$ cat src/verilog/sysclk_consts.svh
// Purpose: offsets, fields, reset values and timing counts
// Assumes: 32-bit apb data, one register per aligned word
// Notes: definitions only
`ifndef SYSCLK_CONSTS_SVH
`define SYSCLK_CONSTS_SVH
`define CLK_CTRL_OFS 12'h000
`define HS_OSC_CTRL_OFS 12'h004
`define PWR_STATUS_OFS 12'h008
`define CLK_CTRL_RST 8'h00
`define HS_OSC_CTRL_RST 8'h01
`define SEL_LO 5
`define SEL_HI 7
`define HS_KEEP_BIT 1
`define LS_KEEP_BIT 0
`define OSC_EN_BIT 0
`define OSC_STB_BIT 1
`define SEL_SUB 3'h7
`define HS_DIV_W 6
`define SWITCH_BASE 4
`define HS_STABLE_NS 16000
`define PCLK_NS 25
`define HS_STABLE_CYC ((`HS_STABLE_NS + `PCLK_NS - 1) / `PCLK_NS)
`define LS_STABLE_CYC 8
`define CNT_W 12
`endif

$ cat src/verilog/sysclk_pkg.sv
// Purpose: types for the clock and power-mode controller
// Assumes: constants come from sysclk_consts.svh
// Notes: none
package sysclk_pkg;
    typedef enum logic [2:0] {
        run_st, deep_stop_st, idle_sub_only, idle_both_osc, idle_hs_only
    } pwr_mode_t;
    typedef struct packed {
        logic cpu_clk_en;
        logic hs_rc_osc_on;
        logic ls_rc_osc_on;
        logic wdt_src_clk_on;
        logic sub_clk_on;
    } clk_gates_t;
    typedef struct packed {
        logic power_down_flag;
        logic wdt_timeout_flag;
    } pwr_flags_t;
endpackage : sysclk_pkg

$ cat src/verilog/sysclk_power_mode_ctrl.sv
// Purpose: system clock select, halt modes, oscillator control
// Assumes: halt, wdt and wake events are single pclk pulses
// Notes: oscillators are modelled by stable counters on pclk
//
// Local design decisions: the APB register port and the register offsets.
`timescale 1ns/10ps
`include "sysclk_consts.svh"
module sysclk_power_mode_ctrl
    import sysclk_pkg::*;
(
    input wire logic pclk,
    input wire logic presetn,
    input wire logic clk_en,
    input wire logic psel,
    input wire logic penable,
    input wire logic pwrite,
    input wire logic [11:0] paddr,
    input wire logic [31:0] pwdata,
    output logic [31:0] prdata,
    output logic pready,
    output logic pslverr,
    input wire logic halt_exec,
    input wire logic wake_evt,
    input wire logic clr_wdt_exec,
    input wire logic wdt_timeout_evt,
    input wire logic wdt_enabled,
    output logic [2:0] sys_clk_sel,
    output logic cpu_on_hs,
    output logic [`HS_DIV_W-1:0] hs_div_mask,
    output clk_gates_t gates,
    output pwr_flags_t flags,
    output logic wdt_clear,
    output logic hold_state,
    output logic switch_busy
);
    logic [7:0] clk_ctrl_r;
    logic hs_en_r;
    logic hs_stable_r;
    logic ls_stable_r;
    logic [`CNT_W-1:0] hs_cnt_r;
    logic [3:0] ls_cnt_r;
    pwr_mode_t mode_r;
    pwr_mode_t mode_nxt;
    logic [2:0] active_sel_r;
    logic [3:0] sw_cnt_r;
    pwr_flags_t flags_r;
    logic wr_en;
    logic rd_en;
    logic hit;
    logic halted;
    logic target_ready;
    logic sw_done;
    logic [31:0] rdata_nxt;
    clk_gates_t gates_nxt;

    assign wr_en = psel && penable && pwrite && clk_en;
    assign rd_en = psel && !penable && !pwrite && clk_en;
    assign halted = (mode_r != run_st);
    assign hit = (paddr == `CLK_CTRL_OFS) || (paddr == `HS_OSC_CTRL_OFS)
        || (paddr == `PWR_STATUS_OFS);

    // register writes; bits 4..2 never stored so they read zero
    always_ff @(posedge pclk or negedge presetn) begin
        if (!presetn) begin
            clk_ctrl_r <= `CLK_CTRL_RST;
        end else if (wr_en && !halted) begin
            if (paddr == `CLK_CTRL_OFS) begin
                clk_ctrl_r <= {pwdata[`SEL_HI:`SEL_LO], 3'h0,
                    pwdata[`HS_KEEP_BIT], pwdata[`LS_KEEP_BIT]};
            end
        end
    end

    // enable resets on so the cpu starts from the fast clock
    always_ff @(posedge pclk or negedge presetn) begin
        if (!presetn) begin
            hs_en_r <= 1'b1;
        end else if (wr_en && !halted) begin
            if (paddr == `HS_OSC_CTRL_OFS) begin
                hs_en_r <= pwdata[`OSC_EN_BIT];
            end
        end
    end

    // apb answer, zero wait state; unmapped addresses error
    always_comb begin
        rdata_nxt = 32'h0000_0000;
        case (paddr)
            `CLK_CTRL_OFS: rdata_nxt = {24'h00_0000, clk_ctrl_r};
            `HS_OSC_CTRL_OFS: rdata_nxt = {30'h0, hs_stable_r, hs_en_r};
            `PWR_STATUS_OFS: rdata_nxt = {29'h0, mode_r == run_st,
                flags_r.power_down_flag, flags_r.wdt_timeout_flag};
            default: rdata_nxt = 32'h0000_0000;
        endcase
    end

    // read data captured at setup so it stands through the access cycle
    always_ff @(posedge pclk or negedge presetn) begin
        if (!presetn) begin
            prdata <= 32'h0000_0000;
        end else if (clk_en) begin
            if (rd_en) begin
                prdata <= rdata_nxt;
            end
        end
    end

    always_ff @(posedge pclk or negedge presetn) begin
        if (!presetn) begin
            pready <= 1'b0;
        end else if (clk_en) begin
            pready <= psel && !penable;
        end
    end

    always_ff @(posedge pclk or negedge presetn) begin
        if (!presetn) begin
            pslverr <= 1'b0;
        end else if (clk_en) begin
            pslverr <= psel && !penable && !hit;
        end
    end

    // hs oscillator settling; in run mode enable low drops the stable flag only while sub is selected, as fast selects keep the osc gate on
    always_ff @(posedge pclk or negedge presetn) begin
        if (!presetn) begin
            hs_cnt_r <= '0;
            hs_stable_r <= 1'b0;
        end else if (clk_en) begin
            if (!gates_nxt.hs_rc_osc_on) begin
                hs_cnt_r <= '0;
                hs_stable_r <= 1'b0;
            end else if (!hs_stable_r) begin
                if (hs_cnt_r == `CNT_W'(`HS_STABLE_CYC - 1)) begin
                    hs_stable_r <= 1'b1;
                end else begin
                    hs_cnt_r <= hs_cnt_r + `CNT_W'(1);
                end
            end
        end
    end

    // ls oscillator settling, same model
    always_ff @(posedge pclk or negedge presetn) begin
        if (!presetn) begin
            ls_cnt_r <= 4'h0;
            ls_stable_r <= 1'b0;
        end else if (clk_en) begin
            if (!gates_nxt.ls_rc_osc_on) begin
                ls_cnt_r <= 4'h0;
                ls_stable_r <= 1'b0;
            end else if (!ls_stable_r) begin
                if (ls_cnt_r == 4'(`LS_STABLE_CYC - 1)) begin
                    ls_stable_r <= 1'b1;
                end else begin
                    ls_cnt_r <= ls_cnt_r + 4'h1;
                end
            end
        end
    end

    // halt mode selection from the two keep bits
    always_comb begin
        mode_nxt = mode_r;
        case (mode_r)
            run_st: begin
                if (halt_exec) begin
                    case ({clk_ctrl_r[`HS_KEEP_BIT],
                           clk_ctrl_r[`LS_KEEP_BIT]})
                        2'b00: mode_nxt = deep_stop_st;
                        2'b01: mode_nxt = idle_sub_only;
                        2'b11: mode_nxt = idle_both_osc;
                        default: mode_nxt = idle_hs_only;
                    endcase
                end
            end
            deep_stop_st, idle_sub_only, idle_both_osc, idle_hs_only: begin
                if (wake_evt) begin
                    mode_nxt = run_st;
                end
            end
            default: mode_nxt = run_st;
        endcase
    end

    always_ff @(posedge pclk or negedge presetn) begin
        if (!presetn) begin
            mode_r <= run_st;
        end else if (clk_en) begin
            mode_r <= mode_nxt;
        end
    end

    // clock gating per mode
    always_comb begin
        gates_nxt.cpu_clk_en = 1'b0;
        gates_nxt.hs_rc_osc_on = 1'b0;
        gates_nxt.ls_rc_osc_on = 1'b1;
        gates_nxt.sub_clk_on = 1'b0;
        gates_nxt.wdt_src_clk_on = 1'b1;
        case (mode_nxt)
            run_st: begin
                gates_nxt.cpu_clk_en = 1'b1;
                gates_nxt.sub_clk_on = 1'b1;
                // slow mode keeps hs only if enabled; fast needs it
                gates_nxt.hs_rc_osc_on = hs_en_r
                    || (clk_ctrl_r[`SEL_HI:`SEL_LO] != `SEL_SUB);
            end
            deep_stop_st: begin
                gates_nxt.ls_rc_osc_on = wdt_enabled;
                gates_nxt.wdt_src_clk_on = wdt_enabled;
            end
            idle_sub_only: begin
                gates_nxt.sub_clk_on = 1'b1;
            end
            idle_both_osc: begin
                gates_nxt.hs_rc_osc_on = 1'b1;
                gates_nxt.sub_clk_on = 1'b1;
            end
            idle_hs_only: begin
                gates_nxt.hs_rc_osc_on = 1'b1;
            end
            default: gates_nxt.cpu_clk_en = 1'b0;
        endcase
    end

    always_ff @(posedge pclk or negedge presetn) begin
        if (!presetn) begin
            gates <= '0;
        end else if (clk_en) begin
            gates <= gates_nxt;
        end
    end

    // freeze request goes out with the gates, same edge
    always_ff @(posedge pclk or negedge presetn) begin
        if (!presetn) begin
            hold_state <= 1'b0;
        end else if (clk_en) begin
            hold_state <= mode_nxt != run_st;
        end
    end

    // status flags; halt and the timeout pulse together: timeout wins
    always_ff @(posedge pclk or negedge presetn) begin
        if (!presetn) begin
            flags_r <= '0;
        end else if (clk_en) begin
            if (halt_exec && !halted) begin
                flags_r.power_down_flag <= 1'b1;
                flags_r.wdt_timeout_flag <= 1'b0;
            end else if (clr_wdt_exec) begin
                flags_r <= '0;
            end
            if (wdt_timeout_evt) begin
                flags_r.wdt_timeout_flag <= 1'b1;
            end
        end
    end

    // one pulse per halt or clear instruction; counter lives outside
    always_ff @(posedge pclk or negedge presetn) begin
        if (!presetn) begin
            wdt_clear <= 1'b0;
        end else if (clk_en) begin
            wdt_clear <= (halt_exec && !halted) || clr_wdt_exec;
        end
    end

    assign flags = flags_r;

    // clock switch: wait for target stable, then fixed delay
    assign target_ready = (clk_ctrl_r[`SEL_HI:`SEL_LO] == `SEL_SUB)
        ? ls_stable_r : hs_stable_r;
    assign sw_done = (active_sel_r != clk_ctrl_r[`SEL_HI:`SEL_LO])
        && target_ready && (sw_cnt_r == 4'(`SWITCH_BASE - 1));

    // a fixed count, not the worst case; software still waits
    always_ff @(posedge pclk or negedge presetn) begin
        if (!presetn) begin
            sw_cnt_r <= 4'h0;
        end else if (clk_en) begin
            if (sw_done || !target_ready
                || active_sel_r == clk_ctrl_r[`SEL_HI:`SEL_LO]) begin
                sw_cnt_r <= 4'h0;
            end else begin
                sw_cnt_r <= sw_cnt_r + 4'h1;
            end
        end
    end

    always_ff @(posedge pclk or negedge presetn) begin
        if (!presetn) begin
            active_sel_r <= 3'h0;
        end else if (clk_en) begin
            if (sw_done) begin
                active_sel_r <= clk_ctrl_r[`SEL_HI:`SEL_LO];
            end
        end
    end

    always_ff @(posedge pclk or negedge presetn) begin
        if (!presetn) begin
            sys_clk_sel <= 3'h0;
        end else if (clk_en) begin
            sys_clk_sel <= active_sel_r;
        end
    end

    // sub selects cpu from the ls oscillator
    always_ff @(posedge pclk or negedge presetn) begin
        if (!presetn) begin
            cpu_on_hs <= 1'b1;
        end else if (clk_en) begin
            cpu_on_hs <= active_sel_r != `SEL_SUB;
        end
    end

    // mask bit i set when the ratio needs more than i halvings
    for (genvar i = 0; i < `HS_DIV_W; i++) begin : g_div
        always_ff @(posedge pclk or negedge presetn) begin
            if (!presetn) begin
                hs_div_mask[i] <= 1'b0;
            end else if (clk_en) begin
                hs_div_mask[i] <= (active_sel_r != `SEL_SUB)
                    && (active_sel_r > 3'(i));
            end
        end
    end

    always_ff @(posedge pclk or negedge presetn) begin
        if (!presetn) begin
            switch_busy <= 1'b0;
        end else if (clk_en) begin
            switch_busy <= active_sel_r != clk_ctrl_r[`SEL_HI:`SEL_LO];
        end
    end
endmodule : sysclk_power_mode_ctrl

$ cat config.mk
export PLATFORM = sky130hd
export DESIGN_NAME = sysclk_power_mode_ctrl
export DESIGN_NICKNAME = d
export VERILOG_FILES = /design/src/verilog/sysclk_pkg.sv /design/src/verilog/sysclk_power_mode_ctrl.sv
export VERILOG_INCLUDE_DIRS = /design/src /design/src/verilog
export SDC_FILE = /design/constraint.sdc
export NUM_CORES = 1
export LEC_CHECK = 0
export ABC_AREA = 1
export BUFFER_PORTS_ARGS = -buffer_cell sky130_fd_sc_hd__buf_2
export CAP_MARGIN = 10
export CORE_MARGIN = 2
export CORE_UTILIZATION = 55
export DETAILED_ROUTE_END_ITERATION = 10
export GPL_TIMING_DRIVEN = 0
export HOLD_SLACK_MARGIN = 0.05
export PLACE_DENSITY = 0.88
export SLEW_MARGIN = 20
export SYNTH_ARGS = -nofsm -noshare
export SYNTH_HDL_FRONTEND = slang
export SYNTH_SLANG_ARGS = --single-unit
$ cat constraint.sdc
create_clock -name pclk -period 3.85 [get_ports pclk]
set_input_delay 0 -clock pclk [delete_from_list [all_inputs] [get_ports pclk]]
set_output_delay 0 -clock pclk [all_outputs]
set_load 0.01 [all_outputs]
# Word level (Yosys, flattened, before mapping)
# Cells that the tools add are included.
[op_classes] muxes=26 addsub=3 eq_ne=24 n_lt_le_gt_ge=6 n_reduce_logical=47
[op_table] op="12-bit 2-to-1 mux" count=3
[op_table] op="8-bit one-hot mux with 3 select lines" count=1
[op_table] op="1-bit logical AND" count=17
[op_table] op="4-bit 2-to-1 mux" count=4
[op_table] op="12-bit by 1-bit adder with 12-bit output (second input constant)" count=1
[op_table] op="12-bit by 10-bit equality test with 1-bit output (second input constant)" count=1
[op_table] op="12-bit by 3-bit equality test with 1-bit output (second input constant)" count=1
[op_table] op="12-bit by 4-bit equality test with 1-bit output (second input constant)" count=1
[op_table] op="3-bit by 2-bit equality test with 1-bit output (second input constant)" count=4
[op_table] op="12-bit zero test" count=1
[op_table] op="2-bit AND reduction" count=6
[op_table] op="1-bit 2-to-1 mux" count=10
[op_table] op="3-bit equality test (second input constant)" count=3
[op_table] op="3-bit one-hot mux with 3 select lines" count=1
[op_table] op="3-bit nonzero test" count=3
[op_table] op="4-bit by 1-bit adder with 4-bit output (second input constant)" count=2
[op_table] op="2-bit inequality test (second input constant)" count=4
[op_table] op="3-bit by 1-bit equality test with 1-bit output (second input constant)" count=2
[op_table] op="3-bit by 1-bit greater-than comparator with 1-bit output (second input constant)" count=2
[op_table] op="3-bit by 2-bit greater-than comparator with 1-bit output (second input constant)" count=2
[op_table] op="3-bit greater-than comparator (second input constant)" count=2
[op_table] op="3-bit zero test" count=2
[op_table] op="1-bit logical OR" count=6
[op_table] op="2-bit 2-to-1 mux" count=3
[op_table] op="other kinds (17)" count=24
[totals] out_inout_bits=54 elab_cells=136 regBits=88 input_bits=55

# Depth between registers and ports, before layout
[depth] depth_word=9 ltp_mapped=11 mapped_depth_nobuf=11

# Worst setup path after synthesis
# OpenSTA, ideal clock, no wires.
[synth_path] path_type="register -> register" from="reg clk_ctrl_r[0]" to="reg hs_cnt_r[9]" period_less_slack_ps=1476 path_slack_ps=2374 required_time_ps=3787 stages_incl_launch_ff=11 setup_ps=63 path_buffers=1 t_arrival_ps=1413 cell_sequence="dfrtp_1 > inv_1 > ha_1 > nand2_1 > nand2_1 > a21oi_1 > nand3_2 > nand3_2 > buf_6 > nand3b_1 > inv_1"
[synth_between] elab_chain_len=9 elab_cells_between_ends=15 cone_classes="eq/ne: 6; mux: 5; reduce/logical: 4"
[synth_lines] element="from (decl)" line_no="sysclk_power_mode_ctrl.sv:36" text="logic [7:0] clk_ctrl_r;"
[synth_lines] element="from (signal assigned)" line_no="sysclk_power_mode_ctrl.sv:65" text="clk_ctrl_r <= `CLK_CTRL_RST;"
[synth_lines] element="from (signal assigned)" line_no="sysclk_power_mode_ctrl.sv:68" text="clk_ctrl_r <= {pwdata[`SEL_HI:`SEL_LO], 3'h0,"
[synth_lines] element="2-bit equality test (tied with other cells)" line_no="sysclk_power_mode_ctrl.sv:168" text="case ({clk_ctrl_r[`HS_KEEP_BIT],"
[synth_lines] element="3-bit one-hot mux with 3 select lines (*)" line_no="sysclk_power_mode_ctrl.sv:168"
[synth_lines] element="3-bit 2-to-1 mux (*)" line_no="sysclk_power_mode_ctrl.sv:167" text="if (halt_exec) begin"
[synth_lines] element="3-bit one-hot mux with 2 select lines (*)" line_no="sysclk_power_mode_ctrl.sv:165" text="case (mode_r)"
[synth_lines] element="3-bit equality test / 3-bit by 2-bit equality test with 1-bit output (equally long branches)" line_no="sysclk_power_mode_ctrl.sv:201" text="case (mode_nxt)"
[synth_lines] element="2-bit OR reduction (no line)"
[synth_lines] element="1-bit one-hot mux with 2 select lines (*)" line_no="sysclk_power_mode_ctrl.sv:201"
[synth_lines] element="2-bit inequality test (no line)"
[synth_lines] element="3-bit AND reduction (no line)"
[synth_lines] element="to (signal assigned)" line_no="sysclk_power_mode_ctrl.sv:137" text="hs_cnt_r <= hs_cnt_r + `CNT_W'(1);"
[synth_lines] element="to (decl)" line_no="sysclk_power_mode_ctrl.sv:40" text="logic [`CNT_W-1:0] hs_cnt_r;"
# Mark *: on every way between the ends. The rest lies on a longest branch, timed or not.
# A chain may end at the register's enable or synchronous reset.

# Worst setup path after layout
[layout_path] from="in penable" to="reg prdata[7]"
[layout_between] elab_chain_len=5
[layout_lines] element="from (decl)" line_no="sysclk_power_mode_ctrl.sv:15" text="input wire logic penable,"
[layout_lines] element="1-bit zero test" line_no="sysclk_power_mode_ctrl.sv:57" text="assign rd_en = psel && !penable && !pwrite && clk_en;"
[layout_lines] element="1-bit logical AND (3 in a row)" line_no="sysclk_power_mode_ctrl.sv:57"
[layout_lines] element="2-bit AND reduction (no line)"
[layout_lines] element="to (signal assigned)" line_no="sysclk_power_mode_ctrl.sv:103" text="prdata <= rdata_nxt;"
[layout_lines] element="to (decl)" line_no="sysclk_power_mode_ctrl.sv:19" text="output logic [31:0] prdata,"
# Every way passes these cells.

==> metrics.yaml <==
pwr:
  power.internal_mw: 1.40
  power_density_nw_per_um2: 486
  cellLeakagePower_nw: 2.31
  sequentialPowerShare_pct: 40.9
  sw_frac_of_total_pct: 31.9
  comb_power_share_pct: 24.5
  p_sw_mw: 0.655
  peakVddDrop_mv: 0.367
  p_clk_share_pct: 34.5
job:
  maxCapViolCount: 0
floorplanning:
  fp.dieH_um: 82.6
  dieWidth_um: 82.6
  design.core.area_sq_um: 5960
  start_util_pct: 57.1
  rows: 28
  dieArea_sq_um: 6830
  pin_count: 109
setup_path:
  path_buf_inv: 5
  cp_max_fo: 10
  critPathLaunchType: "primary input"
  worstSetupStartpoint: "penable"
  rr_startpoint: "clk_ctrl_r[0]$_DFFE_PN0P_"
  critPathRequiredTime_ns: 4.10
  crit_chain: "dlygate4sd3_1 > buf_2 > nor2_1 > dlygate4sd3_1 > inv_1 > or2_1 > buf_2 > o31ai_1"
  cp_slowest_stage_delay_ns: 0.58
  critPathTopFamily: "buffers and inverters"
  end_kind: "register"
  cp_slowest_cell: "dlygate4sd3_1"
  worstSetupPathType: "in2reg"
  cp_data_arrival_time_ns: 2.08
grt:
  grt_usage_pct: 25.6
  gr-total-overflow: 0
  grt_pass1_vias: 3031
  grt_max_degree: 62
  antenna_found_initial: 0
  grt_pass1_wl_um: 13200
synthesis:
  yosys_warnings: 0
  seq_area_frac_synth_pct: 45.0
  synth_edf_count: 0
  synthFlopType: "dfrtp_1"
  syn_avg_cell_area_sq_um: 7.89
  synth_seq_cells: 61
  synth_cell_types: 39
  ys_async_sr_fraction_pct: 100
  syn-instance-count: 431
  netlist_area_sq_um: 3400
sta:
  grt_setup_unrepaired: "false"
  setup_violations: 0
  period_minus_slack_ns: 1.83
  fin_crit_sh_pct: 47.5
  max_freq_mhz: 547
  slew_headroom_pct: 49.5
  hold_viol_final: 0
  worst_pin_slew_ns: 0.757
  finalSetupTns_ns: 0
  skew_ns: 0.0160
  final-max-slew-violation-count: 0
placement:
  dp.cells: 586
  dp_hpwl_um: 5520
  gp_congestion: 0.872
  io_buffers: 55
routing:
  routed_wl_um: 7980
  wl_per_cell_um: 13.0
  drtAntennaViolNets: 0
  drt_pass1_iterations: 5
  drt_iter0_drc: 206
  vias_per_cell: 5.27
  drc: 0
  vias: 3228
clock_network:
  cts_buffers: 9
  cts_tree: "done"
  cts_root_buffer: "clkbuf_8"
  cts_buffer_depth: 2
  clkLatencyLatePin_ns: 0.36
  htree_num_levels: 3
  post_cts_buffers: 0
  clkSinkCount: 61
  clk_pin_slew_worst_paths_ns: 0.07
layout:
  layout-drive-gt1-share_pct: 24.3
  antenna_cells: 0
  final_cells: 613
  nets: 592
  syn_to_final_growth_pct: 24.2
run_status:
  outcome: "finished, final reports clean"
hold_path:
  hold_path_startpoint: "wdt_enabled"
  hold_class: "in2reg"
cell usage after synthesis (2+ instances only):
library cell  number  area share (%)
nand2_1          109              12
nor3_1             4            0.59
buf_2              6            0.88
nand2_2            3            0.55
o21ai_0           25             3.7
nor2_2             3            0.55
buf_4             28             6.2
dfstp_2            2             1.5
xor2_1             6             1.5
buf_1              2            0.22
clkbuf_1           2            0.22
nand4_1           11             2.0
inv_2              3            0.33
o21bai_1           2            0.44
inv_1             49             5.4
dfrtp_1           59              43
nand3_1           30             4.4
xnor2_1            3            0.77
nor2_1            42             4.6
o31ai_1            5             1.1
nand3_2            8             2.4
nor2_4             3            0.99
a21oi_1            7             1.0
ha_1               4             1.5
flip-flops by register name, summed over array words and instances (netlist names):
signal	cells
hs_en_r	1
hs_stable_r	1
cpu_on_hs	1
pready	1
hold_state	1
ls_stable_r	1
hs_cnt_r	12
wdt_clear	1
pslverr	1
gates	4
prdata	6
active_sel_r	3
ls_cnt_r	4
switch_busy	1
mode_r	3
sw_cnt_r	4
hs_div_mask	6
flags	2
sys_clk_sel	3
clk_ctrl_r	5
layout make-up:
class,instances,area (sq um)
repair buffers,66,388
fillers,462,1730
multi-input cells,304,1500
well taps,75,93.8
clock buffers,9,124
clock inverters,7,123
plain buffers,39,267
inverters,52,195
flip-flops and latches,61,1530
cell usage in the layout (no fill, tap or decap), drive strengths merged, types with 2 or more instances in the layout:
| cell type | count |
|---|---|
| dlygate4sd3 | 11 |
| nand4 | 11 |
| bufinv | 3 |
| conb | 26 |
| dfrtp | 59 |
| nand2 | 113 |
| buf | 92 |
| clkbuf | 11 |
| inv | 53 |
| a21oi | 7 |
| nand3 | 38 |
| nor2 | 48 |
| xnor2 | 3 |
| o21ai | 25 |
| dfstp | 2 |
| o21bai | 2 |
| xor2 | 6 |
| nor3 | 4 |
| a21boi | 2 |
| clkinvlp | 2 |
| ha | 4 |
| o31ai | 5 |
worst paths after layout:
| check | depth (start not counted) | end | slack [ns] |
|---|---|---|---|
| min in group asynchronous | 2 | active_sel_r[0]$_DFFE_PN0P_ | 0.26 |
| setup / recovery | 8 | prdata[7]$_DFFE_PN0P_ | 2.02 |
| max in group asynchronous | 2 | gates[2]$_DFFE_PN0P_ | 3.08 |
| hold / removal | 5 | ls_cnt_r[0]$_DFFE_PN0P_ | 0.07 |
| setup reg to reg | 9 | hs_cnt_r[7]$_DFFE_PN0P_ | 2.10 |
| hold reg to reg | 2 | cpu_on_hs$_DFFE_PN1P_ | 0.47 |
stage by stage:
stage               setup slack [ns]  instance area [sq um]  hold WS [ns]  total power, mW  utilization (%)
floorplan                       2.37                   3490        -0.296             1.17                -
global placement                2.23                   3860         0.223             1.31             64.9
detailed placement              2.16                   3870         0.123             1.34             64.9
CTS                             2.12                   4220        0.0531             2.06             70.9
global route                    1.94                   4220        0.0860             2.17             70.9
finish                          2.02                   4220        0.0677             2.05             70.9
repair_timing:
action | CTS | global route
hold buffers | 11 | 0
resized for setup | 0 | 0
endpoints found under the hold margin | 70 | 0
power groups by stage:
stage	Clock (mW)	Combinational, mW	Sequential, mW
floorplan	0	0.309	0.864
global placement	0	0.470	0.841
detailed placement	0	0.492	0.850
CTS	0.715	0.503	0.839
global route	0.742	0.574	0.855
finish	0.709	0.504	0.840
routing by layer:
metal / GRT usage, % / wire, um / up-vias
li1: - / - / 1529
met5: 0 / 0 / -
met4: 10.0 / 168 / 0
met3: 5.87 / 585 / 24
met1: 28.7 / 3140 / 1527
met2: 46.8 / 4080 / 148
worst register-to-register path, stage by stage, from the launching register on:
cell and delay, ns:
dfrtp_1 0.37, inv_1 0.09, ha_1 0.23, nand2_1 0.07, nand2_1 0.07, a21oi_1 0.28, nand3_2 0.13, nand2_1 0.22
nand4_1 0.14, nand2_1 0.09
cell families after synthesis:
kind of cell / synth area share (%)
compound gates: 8.17
xor+xnor: 2.32
fa+ha+maj: 1.47
buf+inv: 13.6
flops: 45.0
mux: 0.331
other cells: 0.110
simple gates: 29.1
No activity file was read; power rests on OpenSTA's default activity.
